`src/shared/reset_supervisor_params.svh`:
```
// Constants for the reset supervisor and watchdog: addresses, fields, times.
// Assumes a 25 MHz core clock that is also the oscillator clock.
`ifndef RESET_SUPERVISOR_PARAMS_SVH
`define RESET_SUPERVISOR_PARAMS_SVH

// Special function register addresses
`define RSW_ADDR_RELOAD 8'hA6
`define RSW_ADDR_KEY 8'hAE
`define RSW_ADDR_PWRCTL 8'h87
`define RSW_ADDR_USBSTA 8'hE9
`define RSW_ADDR_USBEN 8'hEA

// Field positions and values
`define RSW_PWR_UVDIS_BIT 5
`define RSW_USB_RST_BIT 6
`define RSW_KEY_DISABLE 8'h55
`define RSW_KEY_RESET 8'h00
`define RSW_RELOAD_MAX 8'h7E
`define RSW_RELOAD_LSB 15

// Watchdog geometry
`define RSW_WD_WIDTH 22
`define RSW_MC_DIV 4'hB
`define RSW_PULSE_WIDTH 19

// Times in their own units and the clock rate
`define RSW_CLK_HZ 64'd25000000
`define RSW_UV_HOLD_MS 64'd10
`define RSW_GLITCH_NS 64'd1000
`define RSW_PULSE_OSC 64'd393216

// Cycle counts derived from the times; least times round up
`define RSW_UV_HOLD_CYC ((`RSW_UV_HOLD_MS * `RSW_CLK_HZ + 64'd999) / 64'd1000)
`define RSW_GLITCH_CYC ((`RSW_GLITCH_NS * `RSW_CLK_HZ + 64'd999999999) / 64'd1000000000)

// Consecutive single-ended-zero samples that make a bus reset
`define RSW_SE0_COUNT 4'h4

`endif

```
`src/shared/rsw_pkg.sv`:
```
// Types for the reset supervisor and watchdog.
// Included by the design files; holds no constants of its own.
package rsw_pkg;

  typedef enum logic [1:0] {
    WD_COUNT = 2'b00,
    WD_HALT = 2'b01,
    WD_PULSE = 2'b10
  } wd_state_t;

endpackage

```
`src/design/reset_supervisor_watchdog.sv`:
```
// Reset supervisor and watchdog: merges four reset sources into one reset.
// Assumes SFR writes and reads as one-cycle strobes from the core, and that
// clk is the oscillator clock; clkEn low freezes every flip-flop.
//
// Operation
// - Any active reset source asserts the single internal reset.
// - Internal reset reinitialises registers and drives the logic module reset low.
// - Reset stays asserted 10 ms after supply returns above threshold.
// - Undervoltage detector enabled after power-up; software may disable it.
// - Undervoltage reset keeps working in idle and power-down modes.
// - Supply dips shorter than about 1 us cause no reset.
// - Four or more single-ended-zero samples set the USB bus reset flag.
// - With bus reset enable set, USB bus reset also resets the system.
// - Watchdog is a 22-bit counter advancing once per machine cycle.
// - Watchdog counter overflow generates internal reset.
// - Watchdog is enabled at power-up and after every reset.
// - Reload writes 00h..7Eh load low seven bits into counter top bits.
// - Writing zero to reload clears the whole watchdog counter.
// - Only key 55h disables the watchdog; any other key enables it.
// - Watchdog and reset circuitry keep running during idle mode.
// - Watchdog reset pulse lasts 12 times 2^15 oscillator periods.
// - Undervoltage disable is power control bit 5, high disables.
// - One machine cycle equals twelve oscillator periods.
`include "reset_supervisor_params.svh"
`timescale 1ns/100ps

module reset_supervisor_watchdog #(
  parameter logic [`RSW_PULSE_WIDTH-1:0] UV_HOLD_CYC =
    `RSW_PULSE_WIDTH'(`RSW_UV_HOLD_CYC),
  parameter logic [`RSW_PULSE_WIDTH-1:0] WD_PULSE_CYC =
    `RSW_PULSE_WIDTH'(`RSW_PULSE_OSC)
) (
  // Clocking
  input wire logic clk,
  input wire logic sys_rst,
  input wire logic clkEn,
  // Reset sources from pins and analog blocks
  input wire logic resetPin_n,
  input wire logic lowSupply,
  input wire logic usbSe0,
  // Special function register port
  input wire logic [7:0] sfrAddr,
  input wire logic [7:0] sfrWrData,
  input wire logic sfrWr,
  input wire logic sfrRd,
  output logic [7:0] sfrRdData,
  // Reset and status outputs
  output logic internalReset,
  output logic logicModuleReset_n,
  output logic usbBusResetFlag,
  output logic watchdogEnabled
);

  localparam logic [4:0] GLITCH_CYC = 5'(`RSW_GLITCH_CYC);
  localparam logic [`RSW_WD_WIDTH-1:0] WD_TOP = '1;

  ////////////////////////////////////////////////////////////////////////
  // Pin synchronisers

  logic pinResetSync_n;
  logic lowSupplySync;
  logic usbSe0Sync;

  pin_sync #(.INIT(1'b0)) resetPinSync (
    .clk(clk),
    .sys_rst(sys_rst),
    .clkEn(clkEn),
    .pinIn(resetPin_n),
    .syncOut(pinResetSync_n)
  );

  pin_sync #(.INIT(1'b0)) lowSupplySyncInst (
    .clk(clk),
    .sys_rst(sys_rst),
    .clkEn(clkEn),
    .pinIn(lowSupply),
    .syncOut(lowSupplySync)
  );

  pin_sync #(.INIT(1'b0)) usbSe0SyncInst (
    .clk(clk),
    .sys_rst(sys_rst),
    .clkEn(clkEn),
    .pinIn(usbSe0),
    .syncOut(usbSe0Sync)
  );

  ////////////////////////////////////////////////////////////////////////
  // Machine-cycle prescaler

  logic [3:0] oscCount;
  logic [3:0] next_oscCount;
  logic machineTick;
  logic next_machineTick;

  // Twelve oscillator periods per tick; not reset by the internal reset so
  // that the watchdog stays in step through a pulse
  always_comb begin
    next_oscCount = oscCount + 4'h1;
    next_machineTick = 1'b0;
    if (oscCount == `RSW_MC_DIV) begin
      next_oscCount = 4'h0;
      next_machineTick = 1'b1;
    end
  end

  always_ff @(posedge clk) begin
    if (sys_rst) begin
      oscCount <= 4'h0;
      machineTick <= 1'b0;
    end else if (clkEn) begin
      oscCount <= next_oscCount;
      machineTick <= next_machineTick;
    end
  end

  ////////////////////////////////////////////////////////////////////////
  // Special function registers

  logic [7:0] keyReg;
  logic uvDisable;
  logic usbResetEnable;
  logic reloadStrobe;
  logic [6:0] reloadValue;
  logic [7:0] next_keyReg;
  logic next_uvDisable;
  logic next_usbResetEnable;
  logic next_usbBusResetFlag;
  logic next_reloadStrobe;
  logic [6:0] next_reloadValue;
  logic [7:0] next_sfrRdData;
  logic usbDetect;

  always_comb begin
    next_keyReg = keyReg;
    next_uvDisable = uvDisable;
    next_usbResetEnable = usbResetEnable;
    next_usbBusResetFlag = usbBusResetFlag;
    next_reloadStrobe = 1'b0;
    next_reloadValue = reloadValue;
    next_sfrRdData = 8'h00;
    if (sfrWr) begin
      if (sfrAddr == `RSW_ADDR_RELOAD) begin
        // Values above 7Eh are outside the documented range and ignored
        if (sfrWrData <= `RSW_RELOAD_MAX) begin
          next_reloadStrobe = 1'b1;
          next_reloadValue = sfrWrData[6:0];
        end
      end else if (sfrAddr == `RSW_ADDR_KEY) begin
        next_keyReg = sfrWrData;
      end else if (sfrAddr == `RSW_ADDR_PWRCTL) begin
        next_uvDisable = sfrWrData[`RSW_PWR_UVDIS_BIT];
      end else if (sfrAddr == `RSW_ADDR_USBEN) begin
        next_usbResetEnable = sfrWrData[`RSW_USB_RST_BIT];
      end else if (sfrAddr == `RSW_ADDR_USBSTA) begin
        if (sfrWrData[`RSW_USB_RST_BIT]) begin
          next_usbBusResetFlag = 1'b0;
        end
      end
    end
    // Detection wins over a clear in the same cycle
    if (usbDetect) begin
      next_usbBusResetFlag = 1'b1;
    end
    if (sfrRd) begin
      if (sfrAddr == `RSW_ADDR_KEY) begin
        next_sfrRdData = keyReg;
      end else if (sfrAddr == `RSW_ADDR_PWRCTL) begin
        next_sfrRdData[`RSW_PWR_UVDIS_BIT] = uvDisable;
      end else if (sfrAddr == `RSW_ADDR_USBEN) begin
        next_sfrRdData[`RSW_USB_RST_BIT] = usbResetEnable;
      end else if (sfrAddr == `RSW_ADDR_USBSTA) begin
        next_sfrRdData[`RSW_USB_RST_BIT] = usbBusResetFlag;
      end
    end
  end

  // Key and power control return to defaults on every internal reset, so the
  // watchdog and detector come back enabled; the USB enable and flag survive
  // so that a bus reset can be told apart after restart
  always_ff @(posedge clk) begin
    if (sys_rst) begin
      keyReg <= `RSW_KEY_RESET;
      uvDisable <= 1'b0;
      usbResetEnable <= 1'b0;
      usbBusResetFlag <= 1'b0;
      reloadStrobe <= 1'b0;
      reloadValue <= 7'h00;
      sfrRdData <= 8'h00;
    end else if (clkEn) begin
      if (internalReset) begin
        keyReg <= `RSW_KEY_RESET;
        uvDisable <= 1'b0;
        reloadStrobe <= 1'b0;
        reloadValue <= 7'h00;
        sfrRdData <= 8'h00;
      end else begin
        keyReg <= next_keyReg;
        uvDisable <= next_uvDisable;
        reloadStrobe <= next_reloadStrobe;
        reloadValue <= next_reloadValue;
        sfrRdData <= next_sfrRdData;
      end
      usbResetEnable <= next_usbResetEnable;
      usbBusResetFlag <= next_usbBusResetFlag;
    end
  end

  ////////////////////////////////////////////////////////////////////////
  // Undervoltage glitch filter and hold

  logic [4:0] glitchCount;
  logic [4:0] next_glitchCount;
  logic uvFiltered;
  logic next_uvFiltered;
  logic uvHoldBusy;

  // No idle or power-down input reaches this logic, so it runs in every mode
  always_comb begin
    next_glitchCount = 5'h00;
    next_uvFiltered = 1'b0;
    if (lowSupplySync && !uvDisable) begin
      next_glitchCount = glitchCount;
      if (glitchCount < GLITCH_CYC) begin
        next_glitchCount = glitchCount + 5'h01;
      end
      next_uvFiltered = (next_glitchCount >= GLITCH_CYC);
    end
  end

  always_ff @(posedge clk) begin
    if (sys_rst) begin
      glitchCount <= 5'h00;
      uvFiltered <= 1'b0;
    end else if (clkEn) begin
      glitchCount <= next_glitchCount;
      uvFiltered <= next_uvFiltered;
    end
  end

  // Reloaded every cycle uvFiltered is high, so the hold runs from recovery
  hold_counter #(.WIDTH(`RSW_PULSE_WIDTH), .COUNT(UV_HOLD_CYC)) uvHold (
    .clk(clk),
    .sys_rst(sys_rst),
    .clkEn(clkEn),
    .start(uvFiltered),
    .busy(uvHoldBusy)
  );

  ////////////////////////////////////////////////////////////////////////
  // USB single-ended-zero detection

  logic [3:0] se0Count;
  logic [3:0] next_se0Count;
  logic next_usbDetect;

  always_comb begin
    next_se0Count = 4'h0;
    if (usbSe0Sync) begin
      next_se0Count = se0Count;
      if (se0Count < `RSW_SE0_COUNT) begin
        next_se0Count = se0Count + 4'h1;
      end
    end
    next_usbDetect = (next_se0Count >= `RSW_SE0_COUNT);
  end

  always_ff @(posedge clk) begin
    if (sys_rst) begin
      se0Count <= 4'h0;
      usbDetect <= 1'b0;
    end else if (clkEn) begin
      se0Count <= next_se0Count;
      usbDetect <= next_usbDetect;
    end
  end

  ////////////////////////////////////////////////////////////////////////
  // Watchdog counter

  rsw_pkg::wd_state_t wdState;
  rsw_pkg::wd_state_t next_wdState;
  logic [`RSW_WD_WIDTH-1:0] wdCount;
  logic [`RSW_WD_WIDTH-1:0] next_wdCount;
  logic wdOverflow;
  logic next_wdOverflow;
  logic next_watchdogEnabled;
  logic wdPulseBusy;

  always_comb begin
    next_wdState = wdState;
    next_wdCount = wdCount;
    next_wdOverflow = 1'b0;
    case (wdState)
      rsw_pkg::WD_COUNT: begin
        if (keyReg == `RSW_KEY_DISABLE) begin
          next_wdState = rsw_pkg::WD_HALT;
        end else if (machineTick) begin
          next_wdCount = wdCount + 1'b1;
          if (wdCount == WD_TOP) begin
            next_wdOverflow = 1'b1;
            next_wdState = rsw_pkg::WD_PULSE;
          end
        end
      end
      rsw_pkg::WD_HALT: begin
        if (keyReg != `RSW_KEY_DISABLE) begin
          next_wdState = rsw_pkg::WD_COUNT;
        end
      end
      rsw_pkg::WD_PULSE: begin
        if (!wdPulseBusy && !wdOverflow) begin
          next_wdState = rsw_pkg::WD_COUNT;
        end
      end
      default: begin
        next_wdState = rsw_pkg::WD_COUNT;
      end
    endcase
    // A reload takes effect in any state outside the pulse
    if (reloadStrobe && wdState != rsw_pkg::WD_PULSE) begin
      next_wdCount = {reloadValue, `RSW_RELOAD_LSB'(0)};
    end
    // Reset from any other source clears the count and re-arms the watchdog
    if (internalReset && wdState != rsw_pkg::WD_PULSE) begin
      next_wdCount = '0;
      next_wdState = rsw_pkg::WD_COUNT;
    end
    next_watchdogEnabled = (next_wdState != rsw_pkg::WD_HALT);
  end

  always_ff @(posedge clk) begin
    if (sys_rst) begin
      wdState <= rsw_pkg::WD_COUNT;
      wdCount <= '0;
      wdOverflow <= 1'b0;
      watchdogEnabled <= 1'b1;
    end else if (clkEn) begin
      wdState <= next_wdState;
      wdCount <= next_wdCount;
      wdOverflow <= next_wdOverflow;
      watchdogEnabled <= next_watchdogEnabled;
    end
  end

  hold_counter #(.WIDTH(`RSW_PULSE_WIDTH), .COUNT(WD_PULSE_CYC)) wdPulse (
    .clk(clk),
    .sys_rst(sys_rst),
    .clkEn(clkEn),
    .start(wdOverflow),
    .busy(wdPulseBusy)
  );

  ////////////////////////////////////////////////////////////////////////
  // Reset merge

  logic next_internalReset;

  // No idle input gates the watchdog or this merge, so both run in idle
  always_comb begin
    next_internalReset = !pinResetSync_n
      || uvFiltered || uvHoldBusy
      || (usbDetect && usbResetEnable)
      || wdOverflow || wdPulseBusy;
  end

  always_ff @(posedge clk) begin
    if (sys_rst) begin
      internalReset <= 1'b1;
      logicModuleReset_n <= 1'b0;
    end else if (clkEn) begin
      internalReset <= next_internalReset;
      logicModuleReset_n <= !next_internalReset;
    end
  end

endmodule // reset_supervisor_watchdog

```
`src/design/pin_sync.sv`:
```
// Three-stage synchroniser for an input from outside the clock domain.
// The output follows only once the second and third stages agree.
`timescale 1ns/100ps

module pin_sync #(
  parameter logic INIT = 1'b0
) (
  // Clocking
  input wire logic clk,
  input wire logic sys_rst,
  input wire logic clkEn,
  // Data
  input wire logic pinIn,
  output logic syncOut
);

  logic stage1;
  logic stage2;
  logic stage3;
  logic next_syncOut;

  always_comb begin
    next_syncOut = syncOut;
    if (stage2 == stage3) begin
      next_syncOut = stage3;
    end
  end

  always_ff @(posedge clk) begin
    if (sys_rst) begin
      stage1 <= INIT;
      stage2 <= INIT;
      stage3 <= INIT;
      syncOut <= INIT;
    end else if (clkEn) begin
      stage1 <= pinIn;
      stage2 <= stage1;
      stage3 <= stage2;
      syncOut <= next_syncOut;
    end
  end

endmodule // pin_sync

```
`src/design/hold_counter.sv`:
```
// Retriggerable hold timer: busy for COUNT cycles after start last seen.
// Start is expected from a register on the same clock.
`timescale 1ns/100ps

module hold_counter #(
  parameter int WIDTH = 19,
  parameter logic [WIDTH-1:0] COUNT = '1
) (
  // Clocking
  input wire logic clk,
  input wire logic sys_rst,
  input wire logic clkEn,
  // Control
  input wire logic start,
  output logic busy
);

  logic [WIDTH-1:0] remain;
  logic [WIDTH-1:0] next_remain;
  logic next_busy;

  always_comb begin
    next_remain = remain;
    if (start) begin
      next_remain = COUNT;
    end else if (remain != '0) begin
      next_remain = remain - 1'b1;
    end
    next_busy = (next_remain != '0);
  end

  always_ff @(posedge clk) begin
    if (sys_rst) begin
      remain <= '0;
      busy <= 1'b0;
    end else if (clkEn) begin
      remain <= next_remain;
      busy <= next_busy;
    end
  end

endmodule // hold_counter

```
`config.mk`:
```
export PLATFORM = sky130hd
export DESIGN_NAME = reset_supervisor_watchdog
export DESIGN_NICKNAME = d
export VERILOG_FILES = /design/src/shared/rsw_pkg.sv /design/src/design/reset_supervisor_watchdog.sv /design/src/design/pin_sync.sv /design/src/design/hold_counter.sv
export VERILOG_INCLUDE_DIRS = /design/src /design/src/shared
export SDC_FILE = /design/constraint.sdc
export NUM_CORES = 1
export LEC_CHECK = 0
export BUFFER_PORTS_ARGS = -buffer_cell sky130_fd_sc_hd__buf_2
export CORE_MARGIN = 3
export CORE_UTILIZATION = 63
export DETAILED_ROUTE_END_ITERATION = 7
export PLACE_DENSITY = 0.82
export SKIP_CTS_REPAIR_TIMING = 1
export SLEW_MARGIN = 5
export SYNTH_ARGS = -nofsm -noshare
export SYNTH_HDL_FRONTEND = slang
export SYNTH_SLANG_ARGS = --single-unit
```
`constraint.sdc`:
```
create_clock -name clk -period 4.8 [get_ports clk]
set_input_delay 1.44 -clock clk [delete_from_list [all_inputs] [get_ports clk]]
set_output_delay 1.44 -clock clk [all_outputs]
set_load 0.005 [all_outputs]
```
Yosys cells after proc, flatten, opt, wreduce, memory -nomap -nowiden. Cells that the tools add are included.

Register bits after elaboration: 123. Bits of input ports: 24. Output and inout port bits: 12. Word-level logic and storage cells: 173.

$add $sub $neg: 6. $lt $le $gt $ge: 5. Eq/ne operators: 23. Multiplexer cells: 62. Bitwise operators: 3. Reduce and logical (&&, ||, !) cells: 39.

Operator list (count): $mux 22 (5); $mux 19 (4); $reduce_bool 19->1 (4); $mux 8 (6); $eq 8x8->1 const B (5); $sub 19x1->19 const B (2); $mux 1 (28); $mux 7 (4); $add 22x1->22 const B (1); $eq 22x22->1 const B (1); $mux 5 (4); $reduce_bool 2->1 (8); $mux 2 (7); $ne 2x2->1 const B (7); $mux 4 (3); $reduce_and 4->1 (3); $add 4x1->4 const B (2); $eq 8x7->1 const B (1); $le 8x7->1 const B (1); $ne 8x7->1 const B (1); $reduce_and 8->1 (1); $pmux 2 s3 (1); $reduce_and 2->1 (3); $reduce_and 6->1 (1); 18 further kinds (35).

Depth between registers and ports, before layout.
Word-level depth: 8. Mapped depth: 11. Gate-level depth less buffers: 9.

By module. Synthesis repeated with hierarchy kept, for this count alone.

Cell total of the unflattened synthesis: 821. Area, all modules: 6791.5 µm².

By module, submodules not included: reset_supervisor_watchdog (instances 1, cells an instance 406, area an instance 3517.1 µm², seq. area each 1421.4 µm²); hold_counter (wdPulse) (instances 1, cells an instance 191, area an instance 1401.3 µm², seq. area each 400.4 µm²); hold_counter (uvHold) (instances 1, cells an instance 176, area an instance 1358.8 µm², seq. area each 400.4 µm²); pin_sync (instances 3, cells an instance 16, area an instance 171.4 µm², seq. area each 80.1 µm²).

Worst setup path after synthesis. No wires, ideal clock.

Path type: in2reg. Start point: input sfrAddr[4]. End point: register reloadValue[0]. Library setup time: 0.066 ns. Arrival: 2.897 ns. Data required time: 4.734 ns. Setup slack: 1.837 ns. Stages on the path: 6. Path buffers: 0. Path through: nand4bb_1 > nand2b_1 > or4_1 > nor2_1 > a22oi_1 > nor2_1.

Longest elaborated chain between the ends: 3.

Ends and longest elaborated chain: from (decl) (RTL line reset_supervisor_watchdog.sv:42) `input wire logic [7:0] sfrAddr,`; $eq 8x8->1 (no line); $reduce_bool 2->1 (no line); $reduce_and 4->1 (no line); to (signal assigned) (RTL line reset_supervisor_watchdog.sv:201) `reloadValue <= next_reloadValue;`; to (decl) (RTL line reset_supervisor_watchdog.sv:124) `logic [6:0] reloadValue;`.

No other way between the ends. A chain may end at the register's enable or synchronous reset.

==> run_results.csv <==
group,metric,value,unit
grt,grt-ovfl-total,0,
drt,drt-wirelength-per-cell,16.79,microns
synth,synth_adder_area_share,1.547,%
sta,period_share,60.33,%
floorplan,core-area,0.009864,sq mm
cts,clock_tree.buffer_depth,2,
critical_path,timing.critical_path.fanout_max,29,
critical_path,setup.worst_path.class,"input pin to flip-flop",
finish,stdcell_count,969,
critical_path,regToRegStartpoint,"wdPulse.remain[0]$_SDFFE_PP0P_",
synth,synth_enable_flop_cells,0,
cts,worstSkewPairLatency,0.53,ns
grt,grt_start_max_net_pins,92,
flow_run,cap_violations,0,
cts,clockRootBuffer,"sky130_fd_sc_hd__clkbuf_8",
grt,grt_util_all_layers,28.71,%
pwr,areal_power_density_over_the_cells,602.2,mW/mm^2
synth,synth_xor_area_share,3.655,%
placement,pre_cts_slack,1.401,ns
grt,first_global_vias,5901,
synth,postSynthRegisterBits,123,
drt,avgViaCountPerCell,6.405,
drt,drt_first_iter_violations,512,
cts,cts.htree.levels,4,
grt,grt_first_pass_wirelength,27360,microns
finish,antenna-diode-count,0,
pwr,netSwitchingFraction,38.85,%
cts,clock_tree_from_tritoncts,"built",
drt,via_count_of_the_routed_design,6206,
critical_path,crit_arrival,3.36,ns
critical_path,cp.buffers_inverters,3,
hold_path,holdCritPathClass,"flip-flop to flip-flop",
floorplan,initial_utilization,65.59,%
finish,layout.nets,855,
drt,drt_pass1_iterations,6,
synth,netlist_area,0.006470,sq mm
sta,timing_worst_slew_pin_value,0.9722,ns
placement,place.detailed.instances,937,
finish,layout_common_cells,"sky130_fd_sc_hd__nor2_1, sky130_fd_sc_hd__dfxtp_1, sky130_fd_sc_hd__a21oi_1",
drt,drc,0,
pwr,flop_pwr_share,31.5,%
cts,cts_inserted_buffers,17,
synth,synth_top_flop_cell,"sky130_fd_sc_hd__dfxtp_1",
floorplan,die_area,0.01152,sq mm
cts,worst_setup_hold_path_clk_slew,0.06,ns
pwr,power.switching,1.697,mW
sta,rsz0062_at_grt,"no",
placement,dpl_cell_area,0.006651,sq mm
critical_path,critPathTopFamily,"buffers and inverters",
placement,port_bufs,35,
synth,netlist_instances,815,
synth,synth_top_family_by_area,"simple AND/OR/NAND/NOR gates",
synth,yosysUniqueCellTypes,71,
pwr,worst_vdd_drop,0.0003149,V
critical_path,start_kind,"input pin",
sta,fin_tns_setup,0,ns
finish,final_common_cell,"sky130_fd_sc_hd__nor2_1",
critical_path,cp_max_stage_delay,0.47,ns
pwr,p_leak,2.645,nW
critical_path,cp-startpoint,"clkEn",
synth,synthArstFlopShare,0,%
synth,mapped_nets,847,
floorplan,pin_count,36,
hold_path,hold_path.startpoint,"resetPinSync.stage3$_SDFFE_PP0P_",
pwr,cell_internal_pwr,2.671,mW
critical_path,slowest_stage,"sky130_fd_sc_hd__buf_2",
synth,yosysWarnings,0,
synth,post_synth_mux_area_share,2.475,%
finish,layout-drive-gt1-share,11.12,%
placement,place.detailed.hpwl,10390,microns
sta,clock-skew-final,0.008569,ns
grt,antenna_found_initial,0,
critical_path,critical_path.endpoint_type,"flip-flop",
run_status,outcome,"complete, no violations",
synth,yosys.area_share.simple,28.58,%
cts,clkSinkCount,123,
sta,final.min_clock_period,2.896,ns
sta,fmax,0.3453,GHz
pwr,p_clk_share,29.6,%
drt,wl,16270,microns
sta,final_hold_viol_count,0,
synth,compound_gate_fraction_of_synth_area,21.49,%
finish,synth_to_layout_area_growth,12.13,%
synth,synth-seq-area-share,38.06,%
sta,worst_hold_slack,0.4541,ns
placement,gp_congestion,0.9037,
finish,design_area,0.007254,sq mm
floorplan,die_height,107.3,microns
floorplan,fp-row-count,36,
sta,headroom_to_the_max_slew_limit,34.59,%
sta,finalSetupViolCount,0,
critical_path,timing.critical_path.required,5.26,ns
pwr,combPwrFrac,38.9,%
sta,slew_violations,0,
floorplan,die_width,107.3,microns
sta,fin_ws,1.904,ns
drt,detail-route-antenna-nets,0,
critical_path,cell_chain_of_the_critical_path,"buf_2, inv_1, buf_4, nor3b_1, and2_1, a22oi_1, nor2_1",
synth,syn-mean-instance-area,7.939,sq um
path summary, 6_finish.rpt:
check                                                    endpoint  slack, ns  depth (start not counted)
worst min register to register  resetPinSync.syncOut$_SDFFE_PP0P_       0.45                          2
worst max-delay path                    sfrRdData[0]$_SDFFE_PP0P_       1.90                          7
worst min-delay path            resetPinSync.syncOut$_SDFFE_PP0P_       0.45                          2
worst max register to register          wdPulse.busy$_SDFFE_PP0P_       1.98                          9
flip-flops by register name, indices dropped and copies added, names as in the netlist, 2 cells and up:
name,flops
wdPulse.remain,19
sfrRdData,8
wdCount,22
se0Count,4
reloadValue,7
keyReg,8
oscCount,4
uvHold.remain,19
glitchCount,5
wdState,2
per-layer routing:
layer | vias up | routed length, microns | GRT usage (%) | share of wire, %
met5 | - | 0 | 0 | 0
met4 | 0 | 243 | 9.288 | 1.5
met3 | 35 | 1166 | 6.359 | 7.2
met2 | 257 | 7860 | 47.59 | 48
met1 | 2932 | 6995 | 37.27 | 43
li1 | 2982 | - | - | -
worst register-to-register path: cells and delay by family, from the launching register on:
| kind | cells | cell delay [ns] |
|---|---|---|
| and+or+nand+nor | 4 | 1.44 |
| xor gates and xnor gates | 1 | 0.22 |
| buffers and inverters | 1 | 0.14 |
| DFF | 1 | 0.38 |
| adders and majority gates | 1 | 0.17 |
| AOI/OAI and AO/OA | 2 | 0.31 |
power by group through the flow:
stage / Sequential [mW] / Combinational, mW / Clock (mW)
after floorplan: 1.27 / 1.43 / 0
after global placement: 1.37 / 1.58 / 0
after detailed placement: 1.38 / 1.64 / 0
after CTS: 1.37 / 1.67 / 1.30
after global routing: 1.39 / 1.88 / 1.36
final: 1.38 / 1.70 / 1.29
through the flow:
step / util [%] / total power, mW
2_1_floorplan: - / 2.705
3_3_place_gp: 67.43 / 2.954
3_5_place_dp: 67.43 / 3.022
4_1_cts: 73.54 / 4.336
5_1_grt: 73.54 / 4.635
6_report: 73.54 / 4.368
cells in the mapped netlist (3+ instances only):
| cell | count | area, sq um |
|---|---|---|
| sky130_fd_sc_hd__a22oi_1 | 25 | 187.7 |
| sky130_fd_sc_hd__o21a_1 | 4 | 30.03 |
| sky130_fd_sc_hd__nand2_1 | 61 | 229.0 |
| sky130_fd_sc_hd__clkbuf_1 | 46 | 172.7 |
| sky130_fd_sc_hd__nor4b_1 | 3 | 26.28 |
| sky130_fd_sc_hd__a31oi_1 | 7 | 43.79 |
| sky130_fd_sc_hd__nand2b_1 | 8 | 50.05 |
| sky130_fd_sc_hd__nor3_1 | 30 | 150.1 |
| sky130_fd_sc_hd__a21oi_1 | 69 | 345.3 |
| sky130_fd_sc_hd__o31ai_1 | 9 | 67.56 |
| sky130_fd_sc_hd__nor2b_1 | 5 | 31.28 |
| sky130_fd_sc_hd__and2_1 | 3 | 18.77 |
| sky130_fd_sc_hd__nor4_2 | 5 | 62.56 |
| sky130_fd_sc_hd__buf_2 | 4 | 20.02 |
| sky130_fd_sc_hd__a311oi_1 | 5 | 43.79 |
| sky130_fd_sc_hd__nand4b_1 | 4 | 35.03 |
| sky130_fd_sc_hd__nor3b_1 | 7 | 52.55 |
| sky130_fd_sc_hd__xor2_1 | 12 | 105.1 |
| sky130_fd_sc_hd__a21o_1 | 5 | 37.54 |
| sky130_fd_sc_hd__xnor2_1 | 15 | 131.4 |
| sky130_fd_sc_hd__o211ai_1 | 7 | 52.55 |
| sky130_fd_sc_hd__a211oi_1 | 7 | 52.55 |
| sky130_fd_sc_hd__nor2_1 | 135 | 506.7 |
| sky130_fd_sc_hd__nand3b_1 | 7 | 52.55 |
| sky130_fd_sc_hd__mux2i_1 | 16 | 160.2 |
| sky130_fd_sc_hd__nor4_1 | 15 | 93.84 |
| sky130_fd_sc_hd__a2bb2oi_1 | 7 | 61.31 |
| sky130_fd_sc_hd__o221a_2 | 3 | 33.78 |
| sky130_fd_sc_hd__and3_1 | 7 | 43.79 |
| sky130_fd_sc_hd__ha_1 | 8 | 100.1 |
| sky130_fd_sc_hd__inv_1 | 15 | 56.30 |
| sky130_fd_sc_hd__or3_1 | 5 | 31.28 |
| sky130_fd_sc_hd__o21ai_0 | 48 | 240.2 |
| sky130_fd_sc_hd__nand4_1 | 15 | 93.84 |
| sky130_fd_sc_hd__dfxtp_1 | 123 | 2462 |
| sky130_fd_sc_hd__nand3_1 | 24 | 120.1 |
cell type report:
cell class                 instances  area, sq um
clock buffer                      22        462.9
clock inverter                    10        140.1
fill                             731         2610
inverter                          15        56.30
multi-input combinational        624         3736
sequential                       123         2462
tap                              133        166.4
timing repair buffer              42        230.2
cell families after synthesis:
family | after synthesis
AO/OA/AOI/OAI | 217
XOR/XNOR | 27
adder cells (fa/ha/maj) | 8
buffers and inverters | 68
flip-flops | 123
multiplexers | 16
AND/OR/NAND/NOR | 356
(Power assumes the default switching activity.)
